## src/fault_defines.svh

```systemverilog
`ifndef FAULT_DEFINES_SVH
`define FAULT_DEFINES_SVH

// Register addresses
`define ADDR_CODE 4'h0
`define ADDR_LEGACY_MASK 4'h1
`define ADDR_FLAGS 4'h2
`define ADDR_NEW_MASK 4'h3
`define ADDR_LINE_STATE 4'h4

// Fault codes
`define CODE_RX_OVF 8'h08
`define CODE_TX_OVF 8'h09
`define CODE_WR_FAIL 8'h13
`define CODE_NO_ACK 8'h20
`define CODE_PAY_CRC 8'h40
`define CODE_HDR_CRC 8'h42
`define CODE_SEQ_ERR 8'h43
`define CODE_FRAME_ERR 8'h44

// Flag bit positions
`define FLAG_RX_OVF 0
`define FLAG_TX_OVF 1
`define FLAG_WR_FAIL 2
`define FLAG_NO_ACK 3
`define FLAG_PAY_CRC 4
`define FLAG_HDR_CRC 5
`define FLAG_SEQ_ERR 6
`define FLAG_FRAME_ERR 7
`define FLAG_COUNT 8

`define RESET_BYTE 8'h00

`endif

```

## src/fault_pkg.sv

```systemverilog
`default_nettype none
package fault_pkg;
    typedef struct packed {
        logic rx_uart_overflow;
        logic tx_uart_overflow;
        logic register_write_failure;
        logic missing_acknowledge;
        logic payload_crc_error;
        logic header_crc_error;
        logic ack_sequence_error;
        logic frame_type_error;
    } fault_events_t;

    typedef struct packed {
        logic [3:0] addr;
        logic [7:0] wdata;
        logic wr;
        logic rd;
    } reg_req_t;
endpackage
`default_nettype wire
```

## src/event_sync.sv

```systemverilog
`timescale 1ns/1ps
`default_nettype none

// Two-stage synchroniser per bit; events from other domains must be held
// for at least two clocks so a level is seen
module event_sync #(
    parameter int WIDTH = 8
) (
    input wire logic clock,
    input wire logic nrst,
    input wire logic [WIDTH-1:0] async_in,
    output logic [WIDTH-1:0] sync_out
);
    logic [WIDTH-1:0] stage1;
    logic [WIDTH-1:0] stage2;

    if (WIDTH < 1) begin : g_width_check
        $error("event_sync WIDTH must be positive");
    end

    always_ff @(posedge clock or negedge nrst) begin
        if (!nrst) begin
            stage1 <= '0;
            stage2 <= '0;
        end else begin
            stage1 <= async_in;
            stage2 <= stage1;
        end
    end

    assign sync_out = stage2;
endmodule // event_sync
`default_nettype wire

```

## src/exception_notify_engine.sv

```systemverilog
`timescale 1ns/1ps
`default_nettype none
`include "fault_defines.svh"

module exception_notify_engine
    import fault_pkg::*;
(
    input wire logic clock,
    input wire logic nrst,
    input wire fault_pkg::fault_events_t fault_events,
    input wire fault_pkg::reg_req_t reg_req,
    output logic [7:0] rdata,
    output logic fault_notify_line,
    output logic irq
);
    logic [7:0] fault_code_register;
    logic [7:0] legacy_fault_mask;
    logic [7:0] new_fault_flags;
    logic [7:0] new_fault_mask;
    logic [7:0] irq_mask;
    logic legacy_mode;
    logic fault_hit;
    logic [7:0] hit_code;
    logic [7:0] hit_flags;
    logic [7:0] next_flags;
    logic [7:0] next_new_mask;
    logic [7:0] next_irq_mask;
    logic next_line;
    logic code_read;
    logic [7:0] synced_bits;
    fault_events_t synced_events;

    event_sync #(
        .WIDTH(`FLAG_COUNT)
    ) u_sync (
        .clock(clock),
        .nrst(nrst),
        .async_in(fault_events),
        .sync_out(synced_bits)
    );

    // Level-to-pulse: an event counts once on its rising edge
    logic [7:0] prev_bits;
    always_ff @(posedge clock or negedge nrst) begin
        if (!nrst) begin
            prev_bits <= `RESET_BYTE;
        end else begin
            prev_bits <= synced_bits;
        end
    end
    assign synced_events = fault_events_t'(synced_bits & ~prev_bits);

    fault_encoder u_enc (
        .events(synced_events),
        .hit(fault_hit),
        .code(hit_code),
        .flag_set(hit_flags)
    );

    assign legacy_mode = (legacy_fault_mask != `RESET_BYTE);
    assign code_read = reg_req.rd && (reg_req.addr == `ADDR_CODE);

    // Code register holds the latest fault regardless of mask
    always_ff @(posedge clock or negedge nrst) begin
        if (!nrst) begin
            fault_code_register <= `RESET_BYTE;
        end else if (fault_hit) begin
            fault_code_register <= hit_code;
        end
    end

    always_ff @(posedge clock or negedge nrst) begin
        if (!nrst) begin
            legacy_fault_mask <= `RESET_BYTE;
        end else if (reg_req.wr && reg_req.addr == `ADDR_LEGACY_MASK) begin
            legacy_fault_mask <= reg_req.wdata;
        end
    end

    always_ff @(posedge clock or negedge nrst) begin
        if (!nrst) begin
            irq_mask <= `RESET_BYTE;
        end else if (reg_req.wr && reg_req.addr == `ADDR_LINE_STATE) begin
            irq_mask <= reg_req.wdata;
        end
    end

    // Write-one-to-clear; a fault arriving in the same cycle wins
    always_comb begin
        next_flags = new_fault_flags;
        if (reg_req.wr && reg_req.addr == `ADDR_FLAGS) begin
            next_flags = next_flags & ~reg_req.wdata;
        end
        next_flags = next_flags | hit_flags;
    end

    always_comb begin
        next_new_mask = new_fault_mask;
        if (reg_req.wr && reg_req.addr == `ADDR_NEW_MASK) begin
            next_new_mask = reg_req.wdata;
        end
    end

    // Mask as written this edge, so irq follows a mask write with no extra lag
    always_comb begin
        next_irq_mask = irq_mask;
        if (reg_req.wr && reg_req.addr == `ADDR_LINE_STATE) begin
            next_irq_mask = reg_req.wdata;
        end
    end

    always_ff @(posedge clock or negedge nrst) begin
        if (!nrst) begin
            new_fault_flags <= `RESET_BYTE;
            new_fault_mask <= `RESET_BYTE;
        end else begin
            new_fault_flags <= next_flags;
            new_fault_mask <= next_new_mask;
        end
    end

    // Legacy line: a masked fault sets it, a code read clears it; a masked fault
    // in the same cycle as the read keeps it set so that fault is not lost.
    // The mode is judged on the mask as it stood before this cycle's write.
    always_comb begin
        if (legacy_mode) begin
            next_line = fault_notify_line;
            if (code_read) begin
                next_line = 1'b0;
            end
            if (fault_hit && ((hit_code & legacy_fault_mask) != `RESET_BYTE)) begin
                next_line = 1'b1;
            end
        end else begin
            next_line = ((next_flags & next_new_mask) != `RESET_BYTE);
        end
    end

    always_ff @(posedge clock or negedge nrst) begin
        if (!nrst) begin
            fault_notify_line <= 1'b0;
        end else begin
            fault_notify_line <= next_line;
        end
    end

    always_ff @(posedge clock or negedge nrst) begin
        if (!nrst) begin
            irq <= 1'b0;
        end else begin
            irq <= ((next_flags & next_irq_mask) != `RESET_BYTE);
        end
    end

    // Read data appear the cycle after the strobe
    always_ff @(posedge clock or negedge nrst) begin
        if (!nrst) begin
            rdata <= `RESET_BYTE;
        end else if (reg_req.rd) begin
            unique case (reg_req.addr)
                `ADDR_CODE: rdata <= fault_code_register;
                `ADDR_LEGACY_MASK: rdata <= legacy_fault_mask;
                `ADDR_FLAGS: rdata <= new_fault_flags;
                `ADDR_NEW_MASK: rdata <= new_fault_mask;
                `ADDR_LINE_STATE: rdata <= {irq_mask[7:1], fault_notify_line};
                default: rdata <= `RESET_BYTE;
            endcase
        end else begin
            rdata <= `RESET_BYTE;
        end
    end

    property p_legacy_clear;
        @(posedge clock) disable iff (!nrst)
        (legacy_mode && code_read && !fault_hit) |=> !fault_notify_line;
    endproperty
    a_legacy_clear: assert property (p_legacy_clear)
        else $error("line not cleared by code read");

    property p_legacy_set;
        @(posedge clock) disable iff (!nrst)
        (legacy_mode && fault_hit && ((hit_code & legacy_fault_mask) != `RESET_BYTE))
            |=> fault_notify_line;
    endproperty
    a_legacy_set: assert property (p_legacy_set)
        else $error("masked fault did not raise line");

    property p_legacy_hold;
        @(posedge clock) disable iff (!nrst)
        (legacy_mode && !code_read && !fault_hit) |=> $stable(fault_notify_line);
    endproperty
    a_legacy_hold: assert property (p_legacy_hold)
        else $error("legacy line changed spuriously");

    property p_code_store;
        @(posedge clock) disable iff (!nrst)
        fault_hit |=> (fault_code_register == $past(hit_code));
    endproperty
    a_code_store: assert property (p_code_store) else $error("code not stored");

    property p_flag_set;
        @(posedge clock) disable iff (!nrst)
        fault_hit |=> ((new_fault_flags & $past(hit_flags)) == $past(hit_flags));
    endproperty
    a_flag_set: assert property (p_flag_set) else $error("flag not set with code");

    property p_ext_line;
        @(posedge clock) disable iff (!nrst)
        (!legacy_mode && !fault_hit && reg_req.wr && (reg_req.addr == `ADDR_FLAGS)
            && ((new_fault_flags & ~reg_req.wdata & new_fault_mask) == `RESET_BYTE))
            |=> !fault_notify_line;
    endproperty
    a_ext_line: assert property (p_ext_line)
        else $error("line kept after last enabled flag cleared");

    property p_ext_keep;
        @(posedge clock) disable iff (!nrst)
        (!legacy_mode && reg_req.wr && (reg_req.addr == `ADDR_FLAGS)
            && ((new_fault_flags & ~reg_req.wdata & new_fault_mask) != `RESET_BYTE))
            |=> fault_notify_line;
    endproperty
    a_ext_keep: assert property (p_ext_keep)
        else $error("line dropped with enabled flag left");

    property p_ext_mask_write;
        @(posedge clock) disable iff (!nrst)
        (!legacy_mode && reg_req.wr && (reg_req.addr == `ADDR_NEW_MASK)
            && ((new_fault_flags & reg_req.wdata) != `RESET_BYTE))
            |=> fault_notify_line;
    endproperty
    a_ext_mask_write: assert property (p_ext_mask_write)
        else $error("mask write did not raise line");

    property p_legacy_mask_write;
        @(posedge clock) disable iff (!nrst)
        (legacy_mode && !fault_hit && reg_req.wr && (reg_req.addr == `ADDR_LEGACY_MASK))
            |=> $stable(fault_notify_line);
    endproperty
    a_legacy_mask_write: assert property (p_legacy_mask_write)
        else $error("legacy mask write moved line");

    property p_legacy_unmasked;
        @(posedge clock) disable iff (!nrst)
        (legacy_mode && fault_hit && !code_read
            && ((hit_code & legacy_fault_mask) == `RESET_BYTE))
            |=> $stable(fault_notify_line);
    endproperty
    a_legacy_unmasked: assert property (p_legacy_unmasked)
        else $error("unmasked fault moved line");

    property p_ext_follow;
        @(posedge clock) disable iff (!nrst)
        !legacy_mode
            |=> (fault_notify_line == ((new_fault_flags & new_fault_mask) != `RESET_BYTE));
    endproperty
    a_ext_follow: assert property (p_ext_follow) else $error("extended line mismatch");

    property p_mirror;
        @(posedge clock) disable iff (!nrst)
        (reg_req.rd && reg_req.addr == `ADDR_LINE_STATE) |=> (rdata[0] == $past(fault_notify_line));
    endproperty
    a_mirror: assert property (p_mirror) else $error("line state not mirrored");

    // One sticky check per flag bit
    for (genvar b = 0; b < `FLAG_COUNT; b++) begin : g_sticky
        property p_flag_sticky;
            @(posedge clock) disable iff (!nrst)
            (new_fault_flags[b] && !(reg_req.wr && reg_req.addr == `ADDR_FLAGS))
                |=> new_fault_flags[b];
        endproperty
        a_flag_sticky: assert property (p_flag_sticky)
            else $error("flag dropped without clear");
    end

    property p_code_value;
        @(posedge clock) disable iff (!nrst)
        (fault_hit && synced_events.frame_type_error) |=> (fault_code_register == `CODE_FRAME_ERR);
    endproperty
    a_code_value: assert property (p_code_value) else $error("wrong frame type code");

    property p_code_hold;
        @(posedge clock) disable iff (!nrst)
        !fault_hit
            |=> $stable(fault_code_register);
    endproperty
    a_code_hold: assert property (p_code_hold)
        else $error("code changed without a fault");

    property p_code_read_data;
        @(posedge clock) disable iff (!nrst)
        code_read
            |=> (rdata == $past(fault_code_register));
    endproperty
    a_code_read_data: assert property (p_code_read_data)
        else $error("code read returned wrong data");

    property p_rdata_idle;
        @(posedge clock) disable iff (!nrst)
        !reg_req.rd
            |=> (rdata == `RESET_BYTE);
    endproperty
    a_rdata_idle: assert property (p_rdata_idle)
        else $error("read data not idle");

    property p_unmapped;
        @(posedge clock) disable iff (!nrst)
        (reg_req.rd && (reg_req.addr > `ADDR_LINE_STATE))
            |=> (rdata == `RESET_BYTE);
    endproperty
    a_unmapped: assert property (p_unmapped)
        else $error("unmapped read not zero");

    property p_irq_level;
        @(posedge clock) disable iff (!nrst)
        irq == ((new_fault_flags & irq_mask) != `RESET_BYTE);
    endproperty
    a_irq_level: assert property (p_irq_level)
        else $error("irq does not follow masked flags");

    property p_mask_readback;
        @(posedge clock) disable iff (!nrst)
        (reg_req.rd && (reg_req.addr == `ADDR_LEGACY_MASK))
            |=> (rdata == $past(legacy_fault_mask));
    endproperty
    a_mask_readback: assert property (p_mask_readback)
        else $error("legacy mask readback wrong");

    property p_flag_clear;
        @(posedge clock) disable iff (!nrst)
        (reg_req.wr && (reg_req.addr == `ADDR_FLAGS) && !fault_hit)
            |=> ((new_fault_flags & $past(reg_req.wdata)) == `RESET_BYTE);
    endproperty
    a_flag_clear: assert property (p_flag_clear)
        else $error("flag not cleared by write");
endmodule // exception_notify_engine
`default_nettype wire

```

## src/fault_encoder.sv

```systemverilog
`timescale 1ns/1ps
`default_nettype none
`include "fault_defines.svh"

// Picks one code per cycle; later entries in the list win when events coincide
module fault_encoder
    import fault_pkg::*;
(
    input wire fault_pkg::fault_events_t events,
    output logic hit,
    output logic [7:0] code,
    output logic [7:0] flag_set
);
    always_comb begin
        hit = 1'b0;
        code = `RESET_BYTE;
        flag_set = `RESET_BYTE;
        if (events.rx_uart_overflow) begin
            hit = 1'b1;
            code = `CODE_RX_OVF;
            flag_set[`FLAG_RX_OVF] = 1'b1;
        end
        if (events.tx_uart_overflow) begin
            hit = 1'b1;
            code = `CODE_TX_OVF;
            flag_set[`FLAG_TX_OVF] = 1'b1;
        end
        if (events.register_write_failure) begin
            hit = 1'b1;
            code = `CODE_WR_FAIL;
            flag_set[`FLAG_WR_FAIL] = 1'b1;
        end
        if (events.missing_acknowledge) begin
            hit = 1'b1;
            code = `CODE_NO_ACK;
            flag_set[`FLAG_NO_ACK] = 1'b1;
        end
        if (events.payload_crc_error) begin
            hit = 1'b1;
            code = `CODE_PAY_CRC;
            flag_set[`FLAG_PAY_CRC] = 1'b1;
        end
        if (events.header_crc_error) begin
            hit = 1'b1;
            code = `CODE_HDR_CRC;
            flag_set[`FLAG_HDR_CRC] = 1'b1;
        end
        if (events.ack_sequence_error) begin
            hit = 1'b1;
            code = `CODE_SEQ_ERR;
            flag_set[`FLAG_SEQ_ERR] = 1'b1;
        end
        if (events.frame_type_error) begin
            hit = 1'b1;
            code = `CODE_FRAME_ERR;
            flag_set[`FLAG_FRAME_ERR] = 1'b1;
        end
    end
endmodule // fault_encoder
`default_nettype wire

```

## config.mk

```make
export PLATFORM = sky130hd
export DESIGN_NAME = exception_notify_engine
export DESIGN_NICKNAME = d
export VERILOG_FILES = /design/src/fault_pkg.sv /design/src/event_sync.sv /design/src/exception_notify_engine.sv /design/src/fault_encoder.sv
export VERILOG_INCLUDE_DIRS = /design/src
export SDC_FILE = /design/constraint.sdc
export NUM_CORES = 1
export LEC_CHECK = 0
export BUFFER_PORTS_ARGS = -buffer_cell sky130_fd_sc_hd__buf_2
export CAP_MARGIN = 15
export CORE_UTILIZATION = 59
export DETAILED_ROUTE_END_ITERATION = 7
export PLACE_DENSITY_LB_ADDON = 0.1
export SLEW_MARGIN = 15
export SYNTH_ARGS = -nofsm -noshare
export SYNTH_HDL_FRONTEND = slang
export SYNTH_SLANG_ARGS = --single-unit
```

## constraint.sdc

```tcl
create_clock -name clock -period 2.47 [get_ports clock]
set_input_delay 0.494 -clock clock [delete_from_list [all_inputs] [get_ports clock]]
set_output_delay 0.494 -clock clock [all_outputs]
set_load 0.01 [all_outputs]
```

Word-level counts from Yosys, hierarchy flattened. Index checks and enable logic that the tools add are counted.

Word-level logic and storage cells: 66. Register bits: 74.

Muxes and demuxes: 31. Bitwise operators: 8. Reductions and logical operators: 11. Eq/ne operators: 5.

Operators by type and width (number): bitwise AND 8 bit (5); one-hot mux 8 bit (5 select lines) (1); two-way mux 8 bit (4); nonzero test 8 bit (4); two-way mux 7 bit (4); two-way mux 1 bit (18); inverter 8 bit (2); equality test 4 x 2 -> 1 bit (second input constant) (2); two-way mux 4 bit (2); bitwise OR 8 bit (1); logical AND 1 bit (6); two-way mux 6 bit (1); two-way mux 5 bit (1); equality test 4 x 1 -> 1 bit (second input constant) (1); equality test 4 x 3 -> 1 bit (second input constant) (1); logical NOT 4 bit (1); inequality test 3 x 1 -> 1 bit (second input constant) (1).

Longest topological paths before layout. Gate-level depths: netlist of run 1.

Depth after elaboration: 15. Depth in mapped cells: 7. Gate-level depth less buffers: 5.

Cells and area by module. From an unflattened synthesis of run 1, not the netlist that was laid out.

Cells, all modules: 249. Area total of the unflattened synthesis: 3144.3 µm².

Modules (own cells, without submodules): exception_notify_engine (instances 1, cells an instance 206, area an instance 2570.0 µm²); event_sync (instances 1, cells an instance 16, area an instance 400.4 µm²); fault_encoder (instances 1, cells an instance 27, area an instance 173.9 µm²).

Least setup slack after synthesis of run 1. No wires, ideal clock.

Path type: input to register. Start: input port reg_req[13] (netlist bit). End: register fault_notify_line. Required time: 2.334 ns. Arrival time: 1.920 ns. Buffers on the path: 2. Cell stages on the path: 7. Slack: 0.415 ns. Path through: buf_6 or4b_1 buf_2 o21ai_2 a22oi_2 a2111oi_4 a31oi_1.

Word-level cells in the longest chain between the ends: 7. Elaborated cells between the ends (all ways): 13. Classes of those cells: 3 x eq/ne; 3 x mux; 2 x bitwise; 5 x reduce/logical.

Ends and longest elaborated chain: start: declaration (RTL line exception_notify_engine.sv:11) `input wire fault_pkg::reg_req_t reg_req,`; equality test 4 x 2 -> 1 bit; logical AND 1 bit (no line); two-way mux 8 bit (RTL line exception_notify_engine.sv:91) `` if (reg_req.wr && reg_req.addr == `ADDR_FLAGS) begin ``; bitwise OR 8 bit (RTL line exception_notify_engine.sv:94) `next_flags = next_flags | hit_flags;`; bitwise AND 8 bit (RTL line exception_notify_engine.sv:135) `` next_line = ((next_flags & next_new_mask) != `RESET_BYTE); ``; nonzero test 8 bit (no line); two-way mux 1 bit (RTL line exception_notify_engine.sv:126) `if (legacy_mode) begin`; end signal: assignment (RTL line exception_notify_engine.sv:143) `fault_notify_line <= next_line;`; end: declaration (RTL line exception_notify_engine.sv:13) `output logic fault_notify_line,`.

Several ways; a longest one is shown, not always the timed one. A chain may end at the register's enable or synchronous reset.

Worst setup path after layout of run 1.
Start: input port reg_req[10] (netlist bit). End: register fault_notify_line.

Word-level cells in the longest chain between the ends: 7. Elaborated cells between the ends (all ways): 13. Classes of those cells: 3 x eq/ne; 3 x mux; 2 x bitwise; 5 x reduce/logical.

Ends and longest elaborated chain: equality test 4 x 2 -> 1 bit; logical AND 1 bit (no line); two-way mux 8 bit (RTL line exception_notify_engine.sv:91); bitwise OR 8 bit (RTL line exception_notify_engine.sv:94); via next_flags[3] (RTL line exception_notify_engine.sv:25) `logic [7:0] next_flags;`; bitwise AND 8 bit (RTL line exception_notify_engine.sv:135); nonzero test 8 bit (no line); two-way mux 1 bit (RTL line exception_notify_engine.sv:126).

The timed path passes the listed nets, and every way through them passes these cells.

==> results.toml, run 1 <==
[floorplan]
die_x_um = 73.1
core_region_area_mm2 = 0.00479
die_height_um = 73.1
row_count = 25
io-pin-count = 34
area_enclosed_by_the_die_boundary_mm2 = 0.00534
initial_utilization_pct = 62.3

[route]
routed_wire_length_per_instance_um = 19.2
antenna_violating_nets_post_route = 0
final_wirelength_um = 6850
drt-pass1-iter-count = 5
drt-initial-drc-count = 198
drc_errors = 0
vias = 2181
vias_per_cell = 6.11

[synthesis]
synthesis.area_mm2 = 0.00298
yosysUniqueCellTypes = 42
synth_top_flop_cell = "sky130_fd_sc_hd__dfrtp_1"
syn-instance-count = 243
syn_avg_cell_area_um2 = 12.3
synthesis_stage_register_bit_count = 73
net_count_after_synthesis = 267
async_flop_share_pct = 100
yosysSeqAreaShare_pct = 61.2
yosys_warnings = 0
synth_enable_flop_cells = 0

[critical_path]
reg2reg_path_depth = 5
worst_setup_start_kind = "primary input"
regToRegStartpoint = "u_sync.sync_out[1]$_DFF_PN0_"
crit_arrival_ps = 2230
cp_data_required_time_ps = 2690
cp-startpoint = "reg_req[10]"
crit_path_kind = "primary input to flop"
worst_path_maximum_fanout = 8
crit_path_cell_trace = "buf_2 -> or4b_1 -> o21ai_1 -> nand2_1 -> a222oi_1 -> a31oi_1"
critPathMaxStageDelay_ps = 720
sort_of_element_at_the_end_of_the_critical_path = "flop"
cpMaxStageDelayCell = "sky130_fd_sc_hd__or4b_1"

[final_layout]
final_layout_size_suffix_gt1_share_pct = 29.0
final_core_area_utilization_pct = 71.7
mostFrequentLayoutCells = "sky130_fd_sc_hd__dfrtp_1, sky130_fd_sc_hd__nand2_1, sky130_fd_sc_hd__buf_2, sky130_fd_sc_hd__a22oi_1, sky130_fd_sc_hd__mux2_2"
most_common_cell_after_layout_fill_and_taps_aside = "sky130_fd_sc_hd__dfrtp_1"
finish.net_count = 310
insertedDiodeCount = 0
area_delta_synth_final_pct = 15.1

[timing]
max_slew.worst_pin.slew_ps = 791
postLayoutSetupSlackWorst_ps = 453
report.final.slew_viol_count = 0
f_max_mhz = 496
final_hold_viol_count = 0
timing.max_slew.rel_slack_pct = 46.9
finalSetupViolations = 0
finClkSkew_ps = 11.8
period_minus_slack_ps = 2020
period_share_pct = 81.6
grt_setup_unrepaired = "no"
setup_tns_ps = 0

[power_and_ir_drop]
totalPowerFinal_mw = 2.67
worst_ir_drop_vdd_mv = 0.554
combPwrFrac_pct = 12.9
p_per_area_mw_per_mm2 = 778
p_int_mw = 1.96
sequentialPowerShare_pct = 53.0
p_clk_share_pct = 34.1
p_sw_share_pct = 26.5
power.net_switching_mw = 0.706
power.static_leakage_nw = 1.50

[global_routing]
residual_overflow_from_global_routing = 0
grt_first_pass_wirelength_um = 10700
number_of_antenna_violations_at_the_first_check_in_global_routing = 0
number_of_global_route_vias_before_repair = 2044
pin_count_of_the_biggest_net_entering_global_routing = 27
grt_util_all_layers_pct = 28.8

[placement]
count_of_buffers_inserted_at_the_top_level_ports = 33
finalWeightedCongestion = 0.974
preCtsSetupSlack_ps = 124
dpl.hpwl_um = 4820

[clocking]
cts_buffers = 9
cts-hold-fix-buffers = 0
cts-root-buf = "sky130_fd_sc_hd__clkbuf_8"
clkSlewWorstSetupHoldPaths_ps = 80
cts.repair_timing.setup_buffer_count = 0
clk_latency_ps = 350
clock_path_buffers = 2
cts.sinks = 73
cts_repair_resize_count = 0
tritoncts = "yes"
h-tree-depth = 3

[status]
run_status = "complete, no violations"

[hold_path]
min-delay-path-class = "primary input to asynchronous set/reset pin"

[flow_run]
max-cap-violations = 0
## worst paths after layout
path | endpoint | slack [ps]
max in group asynchronous | new_fault_flags[7]$_DFF_PN0_ | 1610
hold / removal | u_sync.sync_out[2]$_DFF_PN0_ | 120
setup reg to reg | fault_code_register[5]$_DFFE_PN0P_ | 800
hold reg to reg | u_sync.sync_out[0]$_DFF_PN0_ | 340
setup / recovery | fault_notify_line$_DFFE_PN0P_ | 450
min in group clock | u_sync.stage1[3]$_DFF_PN0_ | 250
## metrics by stage
stage | instances | area [µm²] | hold slack (ps)
4_1_cts | 357 | 3430 | 129
5_1_grt | 357 | 3430 | 162
3_5_place_dp | 342 | 3240 | 336
2_1_floorplan | 243 | 2980 | 198
3_3_place_gp | 342 | 3240 | 332
6_report | 357 | 3430 | 122
## sequential cells by signal, indices dropped and copies added, names as in the netlist, 7 cells and up
signal               count
irq_mask                 8
legacy_fault_mask        8
new_fault_flags          8
new_fault_mask           8
prev_bits                8
rdata                    8
u_sync.stage1            8
u_sync.sync_out          8
fault_code_register      7
## cells by family after synthesis
logic type             after synthesis  synth area share [%]
flip-flops                          73                  61.2
AO/OA/AOI/OAI                       62                  15.1
multiplexers                        20                  7.55
buffers and inverters               10                  1.76
AND/OR/NAND/NOR                     78                  14.3
## cells in the mapped netlist (all sizes together), types with 3 or more instances
cell type / number / share of area [%]
nand2: 40 / 5.4
o21ai: 13 / 2.3
clkbuf: 3 / 0.38
nor4b: 3 / 1.6
buf: 5 / 1.1
dfrtp: 73 / 61
nor2: 5 / 0.63
nand2b: 8 / 1.7
a22oi: 22 / 5.7
a21oi: 4 / 0.67
mux2: 20 / 7.6
nand3: 6 / 1.0
nor2b: 4 / 0.84
nor4: 4 / 1.0
a31oi: 11 / 2.3
## power by group through the flow
stage / Clock, mW / Sequential, mW / Combinational (mW)
global placement: 0 / 1.43 / 0.336
global route: 0.974 / 1.43 / 0.374
CTS: 0.928 / 1.41 / 0.342
detailed placement: 0 / 1.43 / 0.340
floorplan: 0 / 1.40 / 0.231
finish: 0.912 / 1.42 / 0.343
## layout make-up
class / count / area [µm²]
sequential: 73 / 1830
fill: 370 / 1350
multi-input combinational: 160 / 1100
timing repair buffer: 40 / 218
clock buffer: 10 / 138
tap: 67 / 83.8
clock inverter: 5 / 56.3
inverter: 2 / 7.51
## per-layer routing
layer	up-vias	GRT usage [%]	part of all wire [%]
li1	986	-	-
met1	1074	42.4	45
met2	107	38.1	43
met3	14	10.1	9.5
met4	0	13.5	2.4
met5	-	0	0
## worst max-delay path, delay by kind of cell
| family | cells | cell delay [ps] |
|---|---|---|
| compound gates | 3 | 760 |
| buf+inv | 1 | 140 |
| simple gates | 2 | 830 |
No activity file was read; power rests on OpenSTA's default activity.
==> run 2: changes to the inputs <==
--- a/config.mk
+++ b/config.mk
@@ -6,9 +6,10 @@
 export SDC_FILE = /design/constraint.sdc
 export NUM_CORES = 1
 export LEC_CHECK = 0
+export ABC_AREA = 1
 export BUFFER_PORTS_ARGS = -buffer_cell sky130_fd_sc_hd__buf_2
 export CAP_MARGIN = 15
-export CORE_UTILIZATION = 59
+export CORE_UTILIZATION = 52
 export DETAILED_ROUTE_END_ITERATION = 7
 export PLACE_DENSITY_LB_ADDON = 0.1
 export SLEW_MARGIN = 15
==> constraint.sdc (replaced) <==
create_clock -name clock -period 1.8 [get_ports clock]
set_input_delay 0.36 -clock clock [delete_from_list [all_inputs] [get_ports clock]]
set_output_delay 0.36 -clock clock [all_outputs]
set_load 0.01 [all_outputs]
==> results.toml, run 2 <==
[clocking]
h-tree-depth = 3
clk_latency_ps = 350
cts.sinks = 73
clock_path_buffers = 2
cts_repair_resize_count = 0
cts-root-buf = "sky130_fd_sc_hd__clkbuf_8"
tritoncts = "yes"
clkSlewWorstSetupHoldPaths_ps = 70
cts_buffers = 9

[synthesis]
syn_avg_cell_area_um2 = 9.58
async_flop_share_pct = 100
synthDominantCellAreaShare_pct = 58.8
synth.most_common_cell = "sky130_fd_sc_hd__nand2_1"
synth_top_flop_cell = "sky130_fd_sc_hd__dfrtp_1"
synthesis_stage_register_bit_count = 73
yosysUniqueCellTypes = 34
yosysSeqAreaShare_pct = 58.8
synthesis.area_mm2 = 0.00310
synth_commonest_cells = "sky130_fd_sc_hd__nand2_1, sky130_fd_sc_hd__dfrtp_1, sky130_fd_sc_hd__inv_1"
syn-instance-count = 324
yosys_warnings = 0
net_count_after_synthesis = 348
synth_enable_flop_cells = 0
yosys.area.top_type = "sky130_fd_sc_hd__dfrtp_1"
synth_area_leaders = "sky130_fd_sc_hd__dfrtp_1, sky130_fd_sc_hd__nand2_1, sky130_fd_sc_hd__inv_1, sky130_fd_sc_hd__o21ai_0, sky130_fd_sc_hd__a31oi_1"

[final_layout]
final_core_area_utilization_pct = 63.7
area_delta_synth_final_pct = 15.7
final_layout_size_suffix_gt1_share_pct = 23.4
most_common_cell_after_layout_fill_and_taps_aside = "sky130_fd_sc_hd__nand2_1"
insertedDiodeCount = 0
finish.net_count = 397
mostFrequentLayoutCells = "sky130_fd_sc_hd__nand2_1, sky130_fd_sc_hd__dfrtp_1, sky130_fd_sc_hd__inv_1, sky130_fd_sc_hd__buf_2, sky130_fd_sc_hd__o21ai_0"
fillers = 474

[critical_path]
worstReg2RegEnd = "fault_code_register[2]$_DFFE_PN0P_"
reg2reg_path_depth = 7
regToRegStartpoint = "u_sync.sync_out[1]$_DFF_PN0_"
crit_arrival_ps = 1730
worst_path_most_repeated_cell = "sky130_fd_sc_hd__nand2_1"
worst_path_maximum_fanout = 6
cpMaxStageDelayCell = "sky130_fd_sc_hd__dfrtp_1"
critical_path.n_buffers_inverters = 1
critPathMaxStageDelay_ps = 370
crit_path_kind = "flop to flop"
cp_data_required_time_ps = 2050
crit_path_cell_trace = "nand2_1 -> nand2_1 -> inv_1 -> nand2_1 -> nor2_1 -> nand3_1 -> o21ai_0"
worst_setup_start_kind = "flop"
r2r_slack_ps = 320
path_delay_family = "simple AND/OR/NAND/NOR gates"
sort_of_element_at_the_end_of_the_critical_path = "flop"

[placement]
count_of_buffers_inserted_at_the_top_level_ports = 33
dpl.hpwl_um = 5330
finalWeightedCongestion = 0.944

[route]
drt-initial-drc-count = 158
drt-pass1-iter-count = 4
vias_per_cell = 5.27
final_wirelength_um = 7010
routed_wire_length_per_instance_um = 15.6
drc_errors = 0
antenna_violating_nets_post_route = 0
vias = 2363

[timing]
setup_tns_ps = 0
f_max_mhz = 675
period_share_pct = 82.3
grt_setup_unrepaired = "no"
timing.max_slew.rel_slack_pct = 72.7
finClkSkew_ps = 9.56
max_slew.worst_pin.slew_ps = 409
final_hold_viol_count = 0
finalSetupViolations = 0
report.final.slew_viol_count = 0
period_minus_slack_ps = 1480

[floorplan]
io-pin-count = 34
die_x_um = 79.3
initial_utilization_pct = 55.0
die_height_um = 79.3
area_enclosed_by_the_die_boundary_mm2 = 0.00628
row_count = 27
core_region_area_mm2 = 0.00564

[power_and_ir_drop]
p_per_area_mw_per_mm2 = 1020
worst_ir_drop_vdd_mv = 0.616
power.static_leakage_nw = 1.78

[global_routing]
pin_count_of_the_biggest_net_entering_global_routing = 44
grt_util_all_layers_pct = 25.8
residual_overflow_from_global_routing = 0
number_of_antenna_violations_at_the_first_check_in_global_routing = 0
number_of_global_route_vias_before_repair = 2370
grt_first_pass_wirelength_um = 11700

[hold_path]
min_delay_worst_endpoint = "u_sync.stage1[2]$_DFF_PN0_"
min-delay-path-class = "primary input to flop"
whs_path_depth = 1
beginning_of_the_worst_hold_path = "fault_events[2]"

[flow_run]
max-cap-violations = 0

[status]
run_status = "complete, no violations"
[run 2: cell types whose count changed after synthesis, sizes merged, moves of 5 or more]
cell / delta
inv: +38
nand2: +64
nand3: +9
nor2: +12
nand2b: -8
a22oi: -22
o22ai: +7
mux2: -19
nand4: +5
o21ai: +16
[run 2: routing by layer]
layer	wire length [µm]	share of wire [%]	track usage, %
met5	0	0	0
met3	343	4.9	3.91
met2	3080	44	38.4
met1	3330	48	35.5
met4	254	3.6	16.0
[run 2: layout make-up]
class                   instances  area (µm²)  area share, %
repair buffers                 44         265           7.39
clock inverters                 3        42.5           1.18
well taps                      72        90.1           2.51
flip-flops and latches         73        1830           50.9
multi-input cells             204        1070           29.8
inverters                      41         154           4.29
clock buffers                  11         141           3.94
[run 2: metrics by stage]
stage / hold slack, ps / cells / power (mW) / cell area [µm²] / setup slack (ps)
after global placement: 317 / 433 / 2.47 / 3400 / 154
after detailed placement: 319 / 433 / 2.48 / 3400 / 71.8
final: 121 / 448 / 3.68 / 3590 / 318
after floorplan: 64.4 / 324 / 2.27 / 3100 / 422
after CTS: 110 / 448 / 3.69 / 3590 / 300
after global routing: 111 / 448 / 3.85 / 3590 / 71.1
[run 2: where the power goes]
| part | internal [mW] | switching [mW] | leakage, nW |
|---|---|---|---|
| logic | 0.201 | 0.344 | 0.821 |
| registers | 1.81 | 0.105 | 0.866 |
| clock network | 0.660 | 0.553 | 0.0913 |
[run 2: what timing repair did]
action | in CTS | in global routing
hold buffers | 1 | 0
hold endpoints to repair | 30 | 0
buffers inserted | 0 | 0
[run 2: how the worst max path moves through the flow]
stage | from | endpoint | slack [ps] | cells after the start
2_1_floorplan | reg_req[13] | fault_notify_line$_DFFE_PN0P_ | 420 | 11
6_report | u_sync.sync_out[1]$_DFF_PN0_ | fault_code_register[2]$_DFFE_PN0P_ | 320 | 7
5_1_grt | u_sync.sync_out[1]$_DFF_PN0_ | fault_code_register[2]$_DFFE_PN0P_ | 70 | 7
4_1_cts | u_sync.sync_out[1]$_DFF_PN0_ | fault_code_register[2]$_DFFE_PN0P_ | 300 | 7
3_3_place_gp | reg_req[11] | irq$_DFF_PN0_ | 150 | 9
3_5_place_dp | reg_req[11] | irq$_DFF_PN0_ | 70 | 9
[run 2: cells by family (layout without fill, tap and decap cells)]
| kind of cell | after synthesis | after routing | synth area share (%) |
|---|---|---|---|
| compound gates | 59 | 59 | 11.8 |
| flops | 73 | 73 | 58.8 |
| mux | 1 | 1 | 0.363 |
| buf+inv | 47 | 99 | 6.65 |
| simple gates | 144 | 144 | 22.4 |
